### config.mk
export PLATFORM = sky130hd
export DESIGN_NAME = bprt_sequencer
export DESIGN_NICKNAME = d
export VERILOG_FILES = /design/src/design/bprt_pkg.sv /design/src/design/bprt_sync.sv /design/src/design/bprt_sequencer.sv
export SDC_FILE = /design/constraint.sdc
export NUM_CORES = 1
export LEC_CHECK = 0
export BUFFER_PORTS_ARGS = -buffer_cell sky130_fd_sc_hd__buf_2
export CORE_ASPECT_RATIO = 0.8
export CORE_UTILIZATION = 59
export DETAILED_ROUTE_END_ITERATION = 7
export GPL_TIMING_DRIVEN = 0
export PLACE_DENSITY = 0.79
export SYNTH_ARGS = -nofsm -noshare
export SYNTH_HDL_FRONTEND = slang
export SYNTH_SLANG_ARGS = --single-unit
### constraint.sdc
create_clock -name clk -period 2.7 [get_ports clk]
set_input_delay 0.54 -clock clk [delete_from_list [all_inputs] [get_ports clk]]
set_output_delay 0.54 -clock clk [all_outputs]
set_load 0.02 [all_outputs]
### src/design/bprt_pkg.sv
// Package of constants, codes and carrier types for the brown-out and power-up sequencer.
package bprt_pkg;

  ////////////////////////////////////////////////////////////////////////////////
  // Timing. The system clock runs at 100 MHz.
  localparam int CLK_PERIOD_NS   = 10;
  localparam int LF_PERIOD_NS    = 32000;
  localparam int LF_DIV_CYCLES   = LF_PERIOD_NS / CLK_PERIOD_NS;
  localparam int PUD_WIDTH       = 11;
  localparam int PUD_TICKS       = 2048;
  localparam int START_TICKS     = 1024;
  localparam int PLL_LOCK_NS     = 2000000;
  localparam int PLL_LOCK_CYCLES = (PLL_LOCK_NS + CLK_PERIOD_NS - 1) / CLK_PERIOD_NS;
  // The filter time is not fixed by the supply monitor; this is a plain default.
  localparam int FILTER_NS       = 1000;
  localparam int FILTER_CYCLES   = (FILTER_NS + CLK_PERIOD_NS - 1) / CLK_PERIOD_NS;

  ////////////////////////////////////////////////////////////////////////////////
  // Brown-out enable mode codes and flag reset values.
  localparam logic [1:0] MODE_OFF       = 2'h0;
  localparam logic [1:0] MODE_SOFT      = 2'h1;
  localparam logic [1:0] MODE_SLEEP_OFF = 2'h2;
  localparam logic [1:0] MODE_ON        = 2'h3;
  localparam logic       FLAG_RST_VAL   = 1'h0;

  typedef enum logic [2:0] {
    ST_POR  = 3'h0,
    ST_BOR  = 3'h1,
    ST_PUD  = 3'h2,
    ST_XTAL = 3'h3,
    ST_PLL  = 3'h4,
    ST_RUN  = 3'h5
  } bprt_state_e;

  typedef struct packed {
    logic [1:0] brownout_enable_mode;
    logic [1:0] brownout_threshold_select;
    logic       powerup_delay_enable_n;
    logic       osc_startup_en;
    logic       pll_en;
  } bprt_cfg_s;

  typedef struct packed {
    logic por_flag_n;
    logic bor_flag_n;
    logic soft_brownout_enable;
    logic reference_stable_flag;
    logic brownout_armed;
  } bprt_status_s;

endpackage : bprt_pkg

### src/design/bprt_sync.sv
// Two-flop synchroniser for a group of asynchronous levels.
`timescale 1ns/100ps
module bprt_sync #(
  parameter int WIDTH = 1
) (
  input  wire logic             clk,
  input  wire logic             sys_rst,
  input  wire logic [WIDTH-1:0] async_in,
  output logic      [WIDTH-1:0] sync_out
);

  typedef struct packed {
    logic [WIDTH-1:0] meta;
    logic [WIDTH-1:0] stable;
  } bprt_sync_s;

  bprt_sync_s r_q;
  bprt_sync_s r_d;

  // The first stage feeds only the second stage.
  always_comb begin
    r_d.meta   = async_in;
    r_d.stable = r_q.meta;
  end

  always_ff @(posedge clk or posedge sys_rst) begin
    if (sys_rst) begin
      r_q <= '0;
    end else begin
      r_q <= r_d;
    end
  end

  assign sync_out = r_q.stable;

endmodule : bprt_sync

### src/design/bprt_sequencer.sv
// Brown-out reset control and power-up reset timer sequencer.
//
// Summary of operation
// - Filtered supply drop resets when protection active.
// - Brown-out reset holds while supply stays low.
// - Power-up timer adds one delay after recovery.
// - Drop during power-up delay restarts whole delay.
// - Brown-out and power-up delay enable independently.
// - Low supply also keeps power-on reset held when protection armed.
// - Brown-out flag cleared on brown-out, and on power-on unless mode 00.
// - Mode 01: software bit enables or disables.
// - Software bit ignored, reads zero otherwise.
// - Threshold set only by configuration field.
// - Mode 10: protection off during sleep only.
// - Mode 11: protection always on.
// - Mode 00: protection always off.
// - Enabling requests reference unless another user demands it; detect after stable.
// - Unstable reference detects nothing; stable flag readable.
// - Power-up delay: 11-bit, 2048 slow ticks.
// - Reset held while power-up timer counts.
// - Active-low enable bit enables power-up timer.
// - Power-up, start-up, lock timers gate release.
// - Start-up timer counts 1024 oscillator cycles.
// - PLL lock wait of 2 ms follows.
// - Power-on flag cleared only by power-on.
`timescale 1ns/100ps
module bprt_sequencer #(
  parameter int LF_DIVIDE    = bprt_pkg::LF_DIV_CYCLES,
  parameter int PUD_COUNT    = bprt_pkg::PUD_TICKS,
  parameter int START_COUNT  = bprt_pkg::START_TICKS,
  parameter int PLL_CYCLES   = bprt_pkg::PLL_LOCK_CYCLES,
  parameter int FILTER_COUNT = bprt_pkg::FILTER_CYCLES
) (
  input  wire logic                   clk,
  input  wire logic                   sys_rst,
  input  wire logic                   por_pulse,
  input  wire logic                   supply_low,
  input  wire logic                   reference_stable_in,
  input  wire logic                   other_ref_user,
  input  wire logic                   sleep_active,
  input  wire logic                   osc_cycle_tick,
  input  wire bprt_pkg::bprt_cfg_s    cfg,
  input  wire logic                   soft_brownout_enable_we,
  input  wire logic                   soft_brownout_enable_wdata,
  input  wire logic                   por_flag_set,
  input  wire logic                   bor_flag_set,
  output logic                        device_reset_hold,
  output logic                        fixed_voltage_ref_request,
  output logic [1:0]                  brownout_threshold_voltage_sel,
  output bprt_pkg::bprt_status_s      status
);

  ////////////////////////////////////////////////////////////////////////////////
  // Parameter checks.
  localparam int LFW = $clog2(LF_DIVIDE + 1);
  localparam int FW  = $clog2(FILTER_COUNT + 1);
  localparam int TW  = $clog2(((PLL_CYCLES > START_COUNT) ? PLL_CYCLES : START_COUNT) + 1);

  if (PUD_COUNT < 1 || PUD_COUNT > (1 << bprt_pkg::PUD_WIDTH)) begin : g_pud_chk
    $error("Power-up count does not fit the 11-bit counter.");
  end
  if (LF_DIVIDE < 1 || START_COUNT < 1 || PLL_CYCLES < 1 || FILTER_COUNT < 1) begin : g_cnt_chk
    $error("Divider and timer counts must be at least one.");
  end

  typedef struct packed {
    bprt_pkg::bprt_state_e             st;
    logic [LFW-1:0]                    lf_cnt;
    logic [FW-1:0]                     filt;
    logic [bprt_pkg::PUD_WIDTH-1:0]    pud;
    logic [TW-1:0]                     tmr;
    logic                              por_n;
    logic                              bor_n;
    logic                              soft_en;
    logic [1:0]                        thr;
  } bprt_regs_s;

  bprt_regs_s r_q;
  bprt_regs_s r_d;
  logic [2:0] sync_s;
  logic       por_s;
  logic       low_s;
  logic       ref_s;
  logic       bor_en;
  logic       armed;
  logic       trip;
  logic       lf_tick;

  ////////////////////////////////////////////////////////////////////////////////
  // Input synchronisation.
  bprt_sync #(
    .WIDTH (3)
  ) u_sync (
    .clk      (clk),
    .sys_rst  (sys_rst),
    .async_in ({por_pulse, supply_low, reference_stable_in}),
    .sync_out (sync_s)
  );

  assign por_s = sync_s[2];
  assign low_s = sync_s[1];
  assign ref_s = sync_s[0];

  ////////////////////////////////////////////////////////////////////////////////
  // Helpers.
  function automatic logic mode_enable(input logic [1:0] mode, input logic soft_en,
                                       input logic sleep);
    logic en;
    en = 1'b0;
    if (mode == bprt_pkg::MODE_SOFT) begin
      en = soft_en;
    end else if (mode == bprt_pkg::MODE_SLEEP_OFF) begin
      en = !sleep;
    end else if (mode == bprt_pkg::MODE_ON) begin
      en = 1'b1;
    end
    return en;
  endfunction : mode_enable

  // The delay chain after a reset; each stage is skipped when it is not enabled.
  function automatic bprt_pkg::bprt_state_e after_pud(input bprt_pkg::bprt_cfg_s c);
    bprt_pkg::bprt_state_e s;
    s = bprt_pkg::ST_RUN;
    if (c.osc_startup_en) begin
      s = bprt_pkg::ST_XTAL;
    end else if (c.pll_en) begin
      s = bprt_pkg::ST_PLL;
    end
    return s;
  endfunction : after_pud

  function automatic bprt_pkg::bprt_state_e release_start(input bprt_pkg::bprt_cfg_s c);
    bprt_pkg::bprt_state_e s;
    s = after_pud(c);
    if (!c.powerup_delay_enable_n) begin
      s = bprt_pkg::ST_PUD;
    end
    return s;
  endfunction : release_start

  ////////////////////////////////////////////////////////////////////////////////
  // Protection enable, reference request and filter.
  assign bor_en  = mode_enable(cfg.brownout_enable_mode, r_q.soft_en, sleep_active);
  // Dropping the enable before the reference settles leaves nothing armed.
  assign armed   = bor_en && ref_s;
  assign trip    = armed && low_s && (r_q.filt == FW'(FILTER_COUNT - 1));
  assign lf_tick = (r_q.lf_cnt == LFW'(LF_DIVIDE - 1));

  always_comb begin
    r_d        = r_q;
    r_d.thr    = cfg.brownout_threshold_select;
    r_d.lf_cnt = lf_tick ? '0 : r_q.lf_cnt + 1'b1;
    if (armed && low_s) begin
      r_d.filt = (r_q.filt == FW'(FILTER_COUNT - 1)) ? r_q.filt : r_q.filt + 1'b1;
    end else begin
      r_d.filt = '0;
    end
    if (soft_brownout_enable_we && cfg.brownout_enable_mode == bprt_pkg::MODE_SOFT) begin
      r_d.soft_en = soft_brownout_enable_wdata;
    end
    // Software may only set the flags; a hardware clear in the same cycle wins.
    if (por_flag_set) begin
      r_d.por_n = 1'b1;
    end
    if (bor_flag_set) begin
      r_d.bor_n = 1'b1;
    end
    case (r_q.st)
      bprt_pkg::ST_POR: begin
        r_d.pud  = '0;
        r_d.tmr  = '0;
        if (!(low_s && armed)) begin
          r_d.st = release_start(cfg);
        end
      end
      bprt_pkg::ST_BOR: begin
        r_d.pud  = '0;
        r_d.tmr  = '0;
        if (!low_s) begin
          r_d.st = release_start(cfg);
        end
      end
      bprt_pkg::ST_PUD: begin
        if (lf_tick) begin
          r_d.pud = r_q.pud + 1'b1;
          if (r_q.pud == bprt_pkg::PUD_WIDTH'(PUD_COUNT - 1)) begin
            r_d.st = after_pud(cfg);
          end
        end
      end
      bprt_pkg::ST_XTAL: begin
        if (osc_cycle_tick) begin
          r_d.tmr = r_q.tmr + 1'b1;
          if (r_q.tmr == TW'(START_COUNT - 1)) begin
            r_d.tmr = '0;
            r_d.st  = cfg.pll_en ? bprt_pkg::ST_PLL : bprt_pkg::ST_RUN;
          end
        end
      end
      bprt_pkg::ST_PLL: begin
        r_d.tmr = r_q.tmr + 1'b1;
        if (r_q.tmr == TW'(PLL_CYCLES - 1)) begin
          r_d.st = bprt_pkg::ST_RUN;
        end
      end
      bprt_pkg::ST_RUN: begin
        r_d.tmr = '0;
      end
      default: begin
        r_d.st = bprt_pkg::ST_POR;
      end
    endcase
    if (por_s) begin
      r_d.st     = bprt_pkg::ST_POR;
      r_d.por_n  = 1'b0;
      r_d.soft_en = (cfg.brownout_enable_mode == bprt_pkg::MODE_SOFT);
      if (cfg.brownout_enable_mode != bprt_pkg::MODE_OFF) begin
        r_d.bor_n = 1'b0;
      end
    end else if (trip) begin
      r_d.st    = bprt_pkg::ST_BOR;
      r_d.pud   = '0;
      r_d.tmr   = '0;
      r_d.bor_n = 1'b0;
      if (cfg.brownout_enable_mode != bprt_pkg::MODE_SOFT) begin
        r_d.soft_en = 1'b0;
      end
    end
  end

  always_ff @(posedge clk or posedge sys_rst) begin
    if (sys_rst) begin
      r_q        <= '0;
      r_q.st     <= bprt_pkg::ST_POR;
      r_q.por_n  <= bprt_pkg::FLAG_RST_VAL;
      r_q.bor_n  <= bprt_pkg::FLAG_RST_VAL;
    end else begin
      r_q <= r_d;
    end
  end

  ////////////////////////////////////////////////////////////////////////////////
  // Outputs.
  assign device_reset_hold              = (r_q.st != bprt_pkg::ST_RUN);
  assign fixed_voltage_ref_request      = bor_en && !other_ref_user;
  assign brownout_threshold_voltage_sel = r_q.thr;
  assign status.por_flag_n              = r_q.por_n;
  assign status.bor_flag_n              = r_q.bor_n;
  assign status.soft_brownout_enable    = r_q.soft_en &&
                                          (cfg.brownout_enable_mode == bprt_pkg::MODE_SOFT);
  assign status.reference_stable_flag   = ref_s;
  assign status.brownout_armed          = armed;
endmodule : bprt_sequencer

==> results of run 1 <==
-- cells in the mapped netlist, types with 2 or more instances --
cell type and instances:
o31a_1 2, a22oi_1 2, a311oi_1 2, dfrtp_1 62
o21a_1 2, inv_1 11, nand2_1 26, and2_1 2
nand2b_1 2, nand3b_1 2, a31o_2 2, mux2i_1 7
or3_1 3, nor4b_1 2, o21bai_1 2, mux2_2 3
clkbuf_1 8, a31oi_1 3, ha_1 4, nor2b_1 3
a21o_1 6, nor3b_1 2, nor4_1 6, nand3_1 20
o211a_1 2, and3_1 12, o22ai_1 2, nor3_1 4
buf_4 6, xor2_1 13, a211oi_1 5, nor2_1 48
and4_1 2, a21oi_1 16, xnor2_1 9, nand4_1 11
o21ai_0 17
-- metal layers --
layer	vias to the layer above	share of wire (%)	global-route usage, %
li1	1307	-	-
met1	1246	49	35.9
met2	89	44	39.8
met3	9	5.9	8.56
met4	0	1.1	6.99
met5	-	0	0
-- state kept, by name, summed over array words and instances, names as in the netlist --
name / count
brownout_threshold_voltage_sel: 2
u_sync.r_d: 3
r_q: 52
status: 2
u_sync.sync_out: 3
-- what timing repair did --
item	in CTS	in global routing
hold endpoints to repair	0	0
gates resized for setup	1	2
setup buffers	0	0
endpoints found under the setup margin	4	1
-- logic make-up after synthesis --
group / Yosys count / share of synthesized area (%)
buffers and inverters: 26 / 3.75
AND/OR/NAND/NOR: 152 / 23.9
adder cells (fa/ha/maj): 4 / 1.55
flip-flops: 62 / 47.9
multiplexers: 10 / 3.21
XOR/XNOR: 22 / 5.95
AO/OA/AOI/OAI: 68 / 13.8
-- stage by stage --
stage          cell area (µm²)  TNS [ns]  hold WS, ns
2_1_floorplan             3240         0        0.331
3_3_place_gp              3450     -5.46        0.332
3_5_place_dp              3470    -0.148        0.340
4_1_cts                   3660         0        0.291
5_1_grt                   3670         0        0.283
6_report                  3670         0        0.277
-- cell type report --
type | count | area share [%]
inverter | 11 | 1.13
timing repair buffer | 28 | 4.23
clock inverter | 3 | 0.478
buffer | 15 | 2.22
sequential | 62 | 42.3
tap | 62 | 2.12
clock buffer | 13 | 4.61
multi-input combinational | 256 | 42.9
-- how the worst max path moves through the flow --
stage	to	slack [ns]	cells after the start
2_1_floorplan	r_q[32]	0.41	7
3_3_place_gp	r_q[10]	-0.09	2
3_5_place_dp	r_q[32]	-0.14	7
4_1_cts	r_q[55]	0.21	7
5_1_grt	r_q[19]	0.06	8
6_report	r_q[55]	0.20	7
-- power breakdown --
group	internal, mW	total [mW]	switching, mW
registers	0.970	1.01	0.0385
logic	0.206	0.578	0.372
clock network	0.405	0.764	0.358
==> impl_metrics.py, run 1 <==
metrics = {
    "grt": {
        "overflow": 0,
        "grt_pass1_vias": 2418,
        "antenna_found_initial": 0,
        "grt_usage_pct": 26.0,
        "grt_max_degree": 34,
        "grt_pass1_wl_um": 11400,
    },
    "status": {
        "status": "finished with violations",
        "violations": "DRC",
    },
    "worst_setup_path": {
        "reg2regPathDepth": 7,
        "cp_max_fo": 5,
        "slowest_delay_ns": 0.58,
        "crit_type": "flip-flop to flip-flop",
        "critPathBufInv": 0,
        "r2r_setup_slack_ns": 0.20,
        "r2r_start": "r_q[41]",
        "crit_chain": "ha_1 > nand3_2 > or4_4 > o31a_1 > nand3b_1 > or3_1 > o211a_1",
        "cp-start-kind": "flip-flop",
        "cp.required_ns": 2.93,
        "timing.rr.end": "r_q[55]",
        "cp-end-kind": "flip-flop",
        "slowest_stage": "or4_4",
        "cp_data_arrival_time_ns": 2.73,
        "crit_start": "r_q[41]",
        "crit_family": "simple AND/OR/NAND/NOR gates",
    },
    "floorplanning": {
        "die_x_um": 84.8,
        "ios": 28,
        "start_util_pct": 62.9,
        "core_um2": 5150,
        "design.die.area_um2": 5790,
        "die_h_um": 68.3,
        "num_rows": 23,
    },
    "clock_tree": {
        "root_buffer": "clkbuf_8",
        "clkLatencyLatePin_ns": 0.35,
        "clockBufferDepth": 2,
        "cts_hold_buf": 0,
        "htreeDepth": 3,
        "cts_tree": "done",
        "clk_pin_slew_ns": 0.07,
        "cts.sinks": 62,
        "numCtsBuffers": 9,
    },
    "route": {
        "drtIter0Drc": 204,
        "totalWireLength_um": 6790,
        "ant_nets": 0,
        "post-route-drc-count": 6,
        "drtPass1Iterations": 8,
        "vias": 2651,
        "viasPerCell": 5.89,
        "wire_per_inst_um": 15.1,
    },
    "finish": {
        "multi_input_area_um2": 1570,
        "regArea_um2": 1550,
        "fin_nets": 406,
        "layout_commonest_cell": "dfrtp_1",
        "area_delta_synth_final_pct": 13.2,
        "fin_cells": 450,
        "n_fill_cell": 379,
        "most-common-layout-cells": "dfrtp_1, nor2_1, buf_2, nand2_1, nand3_1",
        "drive_gt1_share_pct": 16.5,
        "diodes": 0,
        "utilization_pct": 71.2,
    },
    "sta": {
        "fin_crit_sh_pct": 92.5,
        "hold_viol": 0,
        "slew_headroom_pct": 49.9,
        "clock.fmax_mhz": 401,
        "drv_slew": 0,
        "rsz0062_at_grt": "false",
        "finalCriticalPeriod_ns": 2.50,
        "clock_skew_ns": 0.00620,
        "tightestPinTransition_ns": 0.746,
        "fin_ws_ns": 0.203,
        "setup_viol": 0,
    },
    "synthesis": {
        "synth.avg_cell_area_um2": 9.42,
        "ys_top_cells_by_area": "dfrtp_1, nor2_1, xor2_1, nand3_1, nand2_1",
        "yosysTopAreaCell": "dfrtp_1",
        "synth_fp_nets": 367,
        "yosysTopAreaCellShare_pct": 47.9,
        "synthFlopType": "dfrtp_1",
        "synthCells": 344,
        "async_flop_share_pct": 100,
        "netlist_area_um2": 3240,
        "ys_warn_count": 0,
        "synthDistinctLibCells": 50,
        "synth_edf_count": 0,
        "ys_seq_elements": 62,
        "yosysSeqAreaShare_pct": 47.9,
    },
    "placed_design": {
        "preCtsSetupSlack_ns": -0.138,
        "dp_cells": 434,
        "portBuffers": 27,
        "dp_hpwl_um": 4790,
        "gp_routability_congestion": 0.843,
    },
    "power_and_ir_drop": {
        "power.total_mw": 2.35,
        "ir_worst_vdd_mv": 0.362,
        "p_leak_nw": 1.68,
        "powerDensity_nw_per_um2": 641,
    },
    "hold_path": {
        "worst_hold_path_type": "primary input to asynchronous set/reset pin",
    },
    "flow_run": {
        "drv_cap": 0,
    },
}
(Power assumes the default switching activity.)
==> run 2: changes to the inputs <==
--- a/config.mk
+++ b/config.mk
@@ -12,4 +12,5 @@
 export GPL_TIMING_DRIVEN = 0
 export PLACE_DENSITY = 0.79
+export RECOVER_POWER = 100
 export SYNTH_ARGS = -nofsm -noshare
 export SYNTH_HDL_FRONTEND = slang
==> constraint.sdc (replaced) <==
create_clock -name clk -period 2.7 [get_ports clk]
set_input_delay 0.54 -clock clk [delete_from_list [all_inputs] [get_ports clk]]
set_output_delay 0.54 -clock clk [all_outputs]
set_load 0.1 [all_outputs]
==> run 2 against run 1 <==
  * Maximum frequency down 2.0%
  * Sequential share of layout area is 0.31 points higher
  * Global-route usage is the same
  * Combinational power up 9.2%
  * Critical path depth did not move
  * Clock skew is essentially flat
  * First-iteration DRC count rose by 6.9%
  * Highest routed layer unchanged
  * Wire length down 0.34%
  * Via count stayed put
  * The run still ends with DRC left
  * Total power rose by 2.2%
  * Largest power group unchanged
==> impl_metrics.py, run 2 (synthesized netlist as in run 1, its figures left out) <==
metrics = {
    "route": {
        "vias": 2651,
        "totalWireLength_um": 6770,
        "post-route-drc-count": 6,
        "viasPerCell": 5.89,
        "drtPass1Iterations": 8,
        "ant_nets": 0,
        "drtIter0Drc": 218,
        "wire_per_inst_um": 15.0,
    },
    "worst_setup_path": {
        "crit_type": "flip-flop to flip-flop",
        "crit_family": "simple AND/OR/NAND/NOR gates",
        "cp-start-kind": "flip-flop",
        "cp.required_ns": 2.94,
        "crit_chain": "ha_1 > nand3_2 > or4_1 > o31a_1 > nand3b_1 > or3_1 > o211a_1",
        "slowest_delay_ns": 0.62,
        "cp_data_arrival_time_ns": 2.78,
        "cp_max_fo": 5,
        "critPathBufInv": 0,
        "cp-end-kind": "flip-flop",
        "slowest_stage": "or4_1",
    },
    "power_and_ir_drop": {
        "p_leak_nw": 1.65,
        "switching_power_mw": 0.826,
        "power.total_mw": 2.40,
        "p_int_mw": 1.58,
        "pwr-share-clk_pct": 31.8,
        "powerDensity_nw_per_um2": 660,
        "ir_worst_vdd_mv": 0.362,
        "p_seq_share_pct": 42.0,
        "switching_share_pct": 34.4,
        "combPwrFrac_pct": 26.2,
    },
    "finish": {
        "area_delta_synth_final_pct": 12.4,
        "n_fill_cell": 384,
        "regMostFlops": "r_q",
        "largest_register_ffs": 52,
        "fin_nets": 406,
        "utilization_pct": 70.7,
        "layout_commonest_cell": "dfrtp_1",
        "drive_gt1_share_pct": 14.4,
        "diodes": 0,
        "most-common-layout-cells": "dfrtp_1, nor2_1, nand2_1, nand3_1, buf_2",
    },
    "sta": {
        "slew_headroom_pct": 22.8,
        "finalCriticalPeriod_ns": 2.55,
        "clock_skew_ns": 0.00620,
        "setup_tns_ns": 0,
        "rsz0062_at_grt": "false",
        "setup_viol": 0,
        "drv_slew": 0,
        "holdWs_ns": 0.297,
        "tightestPinTransition_ns": 1.16,
        "fin_ws_ns": 0.154,
        "fin_crit_sh_pct": 94.3,
        "hold_viol": 0,
        "clock.fmax_mhz": 393,
    },
    "status": {
        "status": "finished with violations",
        "violations": "DRC",
    },
    "grt": {
        "grt_max_degree": 34,
        "grt_pass1_wl_um": 11400,
        "grt_pass1_vias": 2418,
        "grt_usage_pct": 26.0,
        "antenna_found_initial": 0,
        "overflow": 0,
    },
    "clock_tree": {
        "clkLatencyLatePin_ns": 0.35,
        "cts.sinks": 62,
        "numCtsBuffers": 9,
        "clockBufferDepth": 2,
        "root_buffer": "clkbuf_8",
        "cts_tree": "done",
        "cts_setup_buffers": 0,
        "clk_pin_slew_ns": 0.07,
        "htreeDepth": 3,
    },
    "flow_run": {
        "drv_cap": 0,
    },
    "floorplanning": {
        "start_util_pct": 62.9,
        "num_rows": 23,
        "ios": 28,
        "core_um2": 5150,
        "design.die.area_um2": 5790,
        "die_h_um": 68.3,
        "die_x_um": 84.8,
    },
    "placed_design": {
        "preCtsSetupSlack_ns": -0.138,
        "dp_hpwl_um": 4790,
        "portBuffers": 27,
        "gp_routability_congestion": 0.843,
    },
    "hold_path": {
        "worst_hold_path_type": "primary input to flip-flop",
    },
}
==> run 2: changes by cell type in the layout (fill, tap and decap cells not counted) <==
cell / previous run / this run
buf_2: 28 / 19
inv_2: 1 / 0
or4_4: 1 / 0
or4_1: 1 / 2
inv_1: 10 / 11
clkbuf_1: 8 / 14
buf_12: 1 / 0
clkbuf_2: 1 / 5
==> run 2: layout make-up <==
cell class	count	area [µm²]	share of cell area [%]
clock buffer	13	169	4.64
buffer	15	81.3	2.23
timing repair buffer	28	133	3.64
inverter	11	41.3	1.13
multi-input combinational	256	1570	43.1
sequential	62	1550	42.6
clock inverter	3	17.5	0.481
tap	62	77.6	2.13
==> run 2: repair_timing <==
action | in CTS | in global routing
hold buffers | 0 | 0
hold endpoints to repair | 0 | 0
setup endpoints to repair | 4 | 1
gates resized for setup | 1 | 2
==> run 2: stage by stage <==
step	std cells	cell area [µm²]
floorplan	344	3240
global placement	433	3450
detailed placement	434	3470
CTS	450	3660
global route	450	3640
finish	450	3640
==> run 2: final timing paths <==
path,startpoint,endpoint,depth (start not counted),slack [ns]
setup / recovery,r_q[41],r_q[55],7,0.15
hold / removal,supply_low,u_sync.r_d[1],1,0.30
setup reg to reg,r_q[41],r_q[55],7,0.15
hold reg to reg,u_sync.r_d[0],u_sync.sync_out[0],0,0.35
max in group asynchronous,sys_rst,r_q[50],3,0.87
min in group asynchronous,sys_rst,r_q[44],2,0.46
==> run 2: power groups by stage <==
stage | logic [mW] | clock network, mW | registers, mW
2_1_floorplan | 0.488 | 0 | 1.02
3_3_place_gp | 0.608 | 0 | 1.02
3_5_place_dp | 0.625 | 0 | 1.02
4_1_cts | 0.628 | 0.780 | 1.01
5_1_grt | 0.703 | 0.819 | 1.01
6_report | 0.631 | 0.764 | 1.01
==> run 2: layer usage <==
layer  up-vias  global-route usage, %  share of wire [%]
li1       1304                      -                  -
met3         9                   8.56                6.4
met4         0                   6.99                1.1
met2        96                   39.8                 45
met1      1242                   35.9                 48
met5         -                      0                  0
==> run 3: changes to the inputs <==
Settings changed: SYNTH_HIERARCHICAL from default to 1.
==> run 3 against run 2 <==
  * Sequential power hardly changed
  * Critical path type is now flip-flop to primary output
  * Maximum frequency is 2.7% higher
  * Clock-buffer cell count is 2 lower
  * Combinational power is 8.2% higher
  * Critical endpoint is now device_reset_hold
  * The flow now finishes without violations
==> impl_metrics.py, run 3 <==
metrics = {
    "floorplanning": {
        "die_h_um": 68.5,
        "die_x_um": 85.1,
        "design.die.area_um2": 5830,
        "start_util_pct": 63.3,
        "core_um2": 5150,
        "ios": 28,
        "num_rows": 23,
    },
    "grt": {
        "antenna_found_initial": 0,
        "grt_max_degree": 39,
        "overflow": 0,
        "grt_usage_pct": 25.1,
        "grt_pass1_wl_um": 11000,
        "grt_pass1_vias": 2452,
    },
    "clock_tree": {
        "htreeDepth": 3,
        "numCtsBuffers": 9,
        "cts_setup_buffers": 0,
        "clockBufferDepth": 2,
        "cts.sinks": 62,
        "clkLatencyLatePin_ns": 0.33,
        "root_buffer": "clkbuf_8",
        "cts_hold_buf": 0,
        "clk_pin_slew_ns": 0.06,
        "cts_tree": "done",
        "cts_resized": 0,
    },
    "synthesis": {
        "synth_mux_area_share_pct": 0.921,
        "synth_top_family_by_area": "simple AND/OR/NAND/NOR gates",
        "synthAdderAreaFrac_pct": 1.53,
        "ys_seq_elements": 62,
        "synthFlopType": "dfrtp_1",
        "yosysSeqAreaShare_pct": 47.6,
        "yosysTopAreaCellShare_pct": 47.6,
        "synth.avg_cell_area_um2": 9.24,
        "synth_edf_count": 0,
        "ys_warn_count": 6,
        "netlist_area_um2": 3260,
        "yosys.area_share.simple_pct": 28.5,
        "yosysTopAreaCell": "dfrtp_1",
        "ys_top_cells_by_count": "dfrtp_1, nor2_1, nand2_1",
        "synthDistinctLibCells": 55,
        "synthCells": 353,
        "ys_top_cells_by_area": "dfrtp_1, nor2_1, nand2_1, nand3_1, xor2_1",
        "synth_xor_area_share_pct": 4.56,
        "async_flop_share_pct": 100,
        "synth_most_common_cell": "dfrtp_1",
        "synth_compound_area_share_pct": 13.9,
        "synth_fp_nets": 376,
    },
    "sta": {
        "fin_crit_sh_pct": 91.8,
        "clock_skew_ns": 0.00509,
        "setup_viol": 0,
        "clock.fmax_mhz": 403,
        "tightestPinTransition_ns": 1.16,
        "setup_tns_ns": 0,
        "rsz0062_at_grt": "false",
        "drv_slew": 0,
        "finalCriticalPeriod_ns": 2.48,
        "fin_ws_ns": 0.221,
        "hold_viol": 0,
        "slew_headroom_pct": 22.8,
    },
    "finish": {
        "regArea_um2": 1550,
        "drive_gt1_share_pct": 12.6,
        "largest_register_ffs": 52,
        "regMostFlops": "r_q",
        "area_delta_synth_final_pct": 11.7,
        "fin_nets": 415,
        "n_fill_cell": 402,
        "layout_commonest_cell": "dfrtp_1",
        "most-common-layout-cells": "dfrtp_1, nor2_1, nand2_1, nand3_1, a21oi_1",
        "multi_input_area_um2": 1610,
        "diodes": 0,
        "utilization_pct": 70.7,
    },
    "power_and_ir_drop": {
        "power.total_mw": 2.41,
        "p_leak_nw": 1.60,
        "ir_worst_vdd_mv": 0.547,
        "powerDensity_nw_per_um2": 662,
    },
    "worst_setup_path": {
        "cp_max_fo": 10,
        "cp.required_ns": 2.16,
        "cp-start-kind": "flip-flop",
        "cp_data_arrival_time_ns": 1.94,
        "crit_type": "flip-flop to primary output",
        "cp-end-kind": "primary output",
    },
    "route": {
        "wire_per_inst_um": 14.8,
        "post-route-drc-count": 0,
        "viasPerCell": 5.95,
        "totalWireLength_um": 6780,
        "drtPass1Iterations": 5,
        "drtIter0Drc": 180,
        "vias": 2726,
        "ant_nets": 0,
    },
    "placed_design": {
        "preCtsSetupSlack_ns": 0.338,
        "portBuffers": 27,
        "dp_hpwl_um": 4820,
        "gp_routability_congestion": 0.840,
    },
    "status": {
        "status": "finished, final reports clean",
    },
    "hold_path": {
        "worst_hold_path_type": "primary input to asynchronous set/reset pin",
    },
    "flow_run": {
        "drv_cap": 0,
    },
}
-- run 3: cell families (layout without fill, tap and decap cells) --
family          after synthesis  in the layout
simple gates                177            177
buf+inv                      20             63
compound gates               70             70
mux                           3              3
xor+xnor                     17             17
flops                        62             62
fa+ha+maj                     4              4
-- run 3: power by group --
part | total (mW) | switching [mW] | internal [mW]
combinational | 0.683 | 0.469 | 0.214
clock | 0.715 | 0.343 | 0.373
sequential | 1.01 | 0.0412 | 0.971
-- run 3: layer usage --
metal	vias to the layer above	share of wire [%]	track usage (%)
met1	1292	49	33.3
met2	70	45	40.9
met4	0	0.62	7.84
li1	1359	-	-
met5	-	0	0
met3	5	5.2	6.90
-- run 3: worst max-delay path, stage by stage, from the launching register on --
cell	delay, ns
dfrtp_1	0.32
clkbuf_1	0.25
clkbuf_1	0.39
nand3b_1	0.18
clkbuf_2	0.47
-- run 3: worst paths after layout --
path	startpoint	to	slack [ns]	cells past startpoint
max in group asynchronous	sys_rst	r_q[44]	1.00	3
setup reg to reg	r_q[5]	r_q[55]	0.28	7
hold reg to reg	u_sync/r_d[0]	u_sync/sync_out[0]	0.35	0
min in group clk	cfg[4]	brownout_threshold_voltage_sel[1]	0.31	1
setup / recovery	r_q[54]	device_reset_hold	0.22	4
hold / removal	sys_rst	u_sync/r_d[2]	0.1	2
-- run 3: stage by stage --
stage	hold WS (ns)	cells	instance area, µm²
after global placement	0.334	442	3470
after floorplan	0.331	353	3260
after CTS	0.117	458	3670
after global routing	0.116	458	3640
after detailed placement	0.337	443	3490
final	0.0978	458	3640
-- run 3: layout make-up --
class,instances,share of cell area [%]
flip-flops and latches,62,42.6
clock buffers,11,4.16
well taps,62,2.13
plain buffers,13,1.89
inverters,7,0.721
clock inverters,4,0.618
multi-input cells,271,44.3
repair buffers,28,3.61
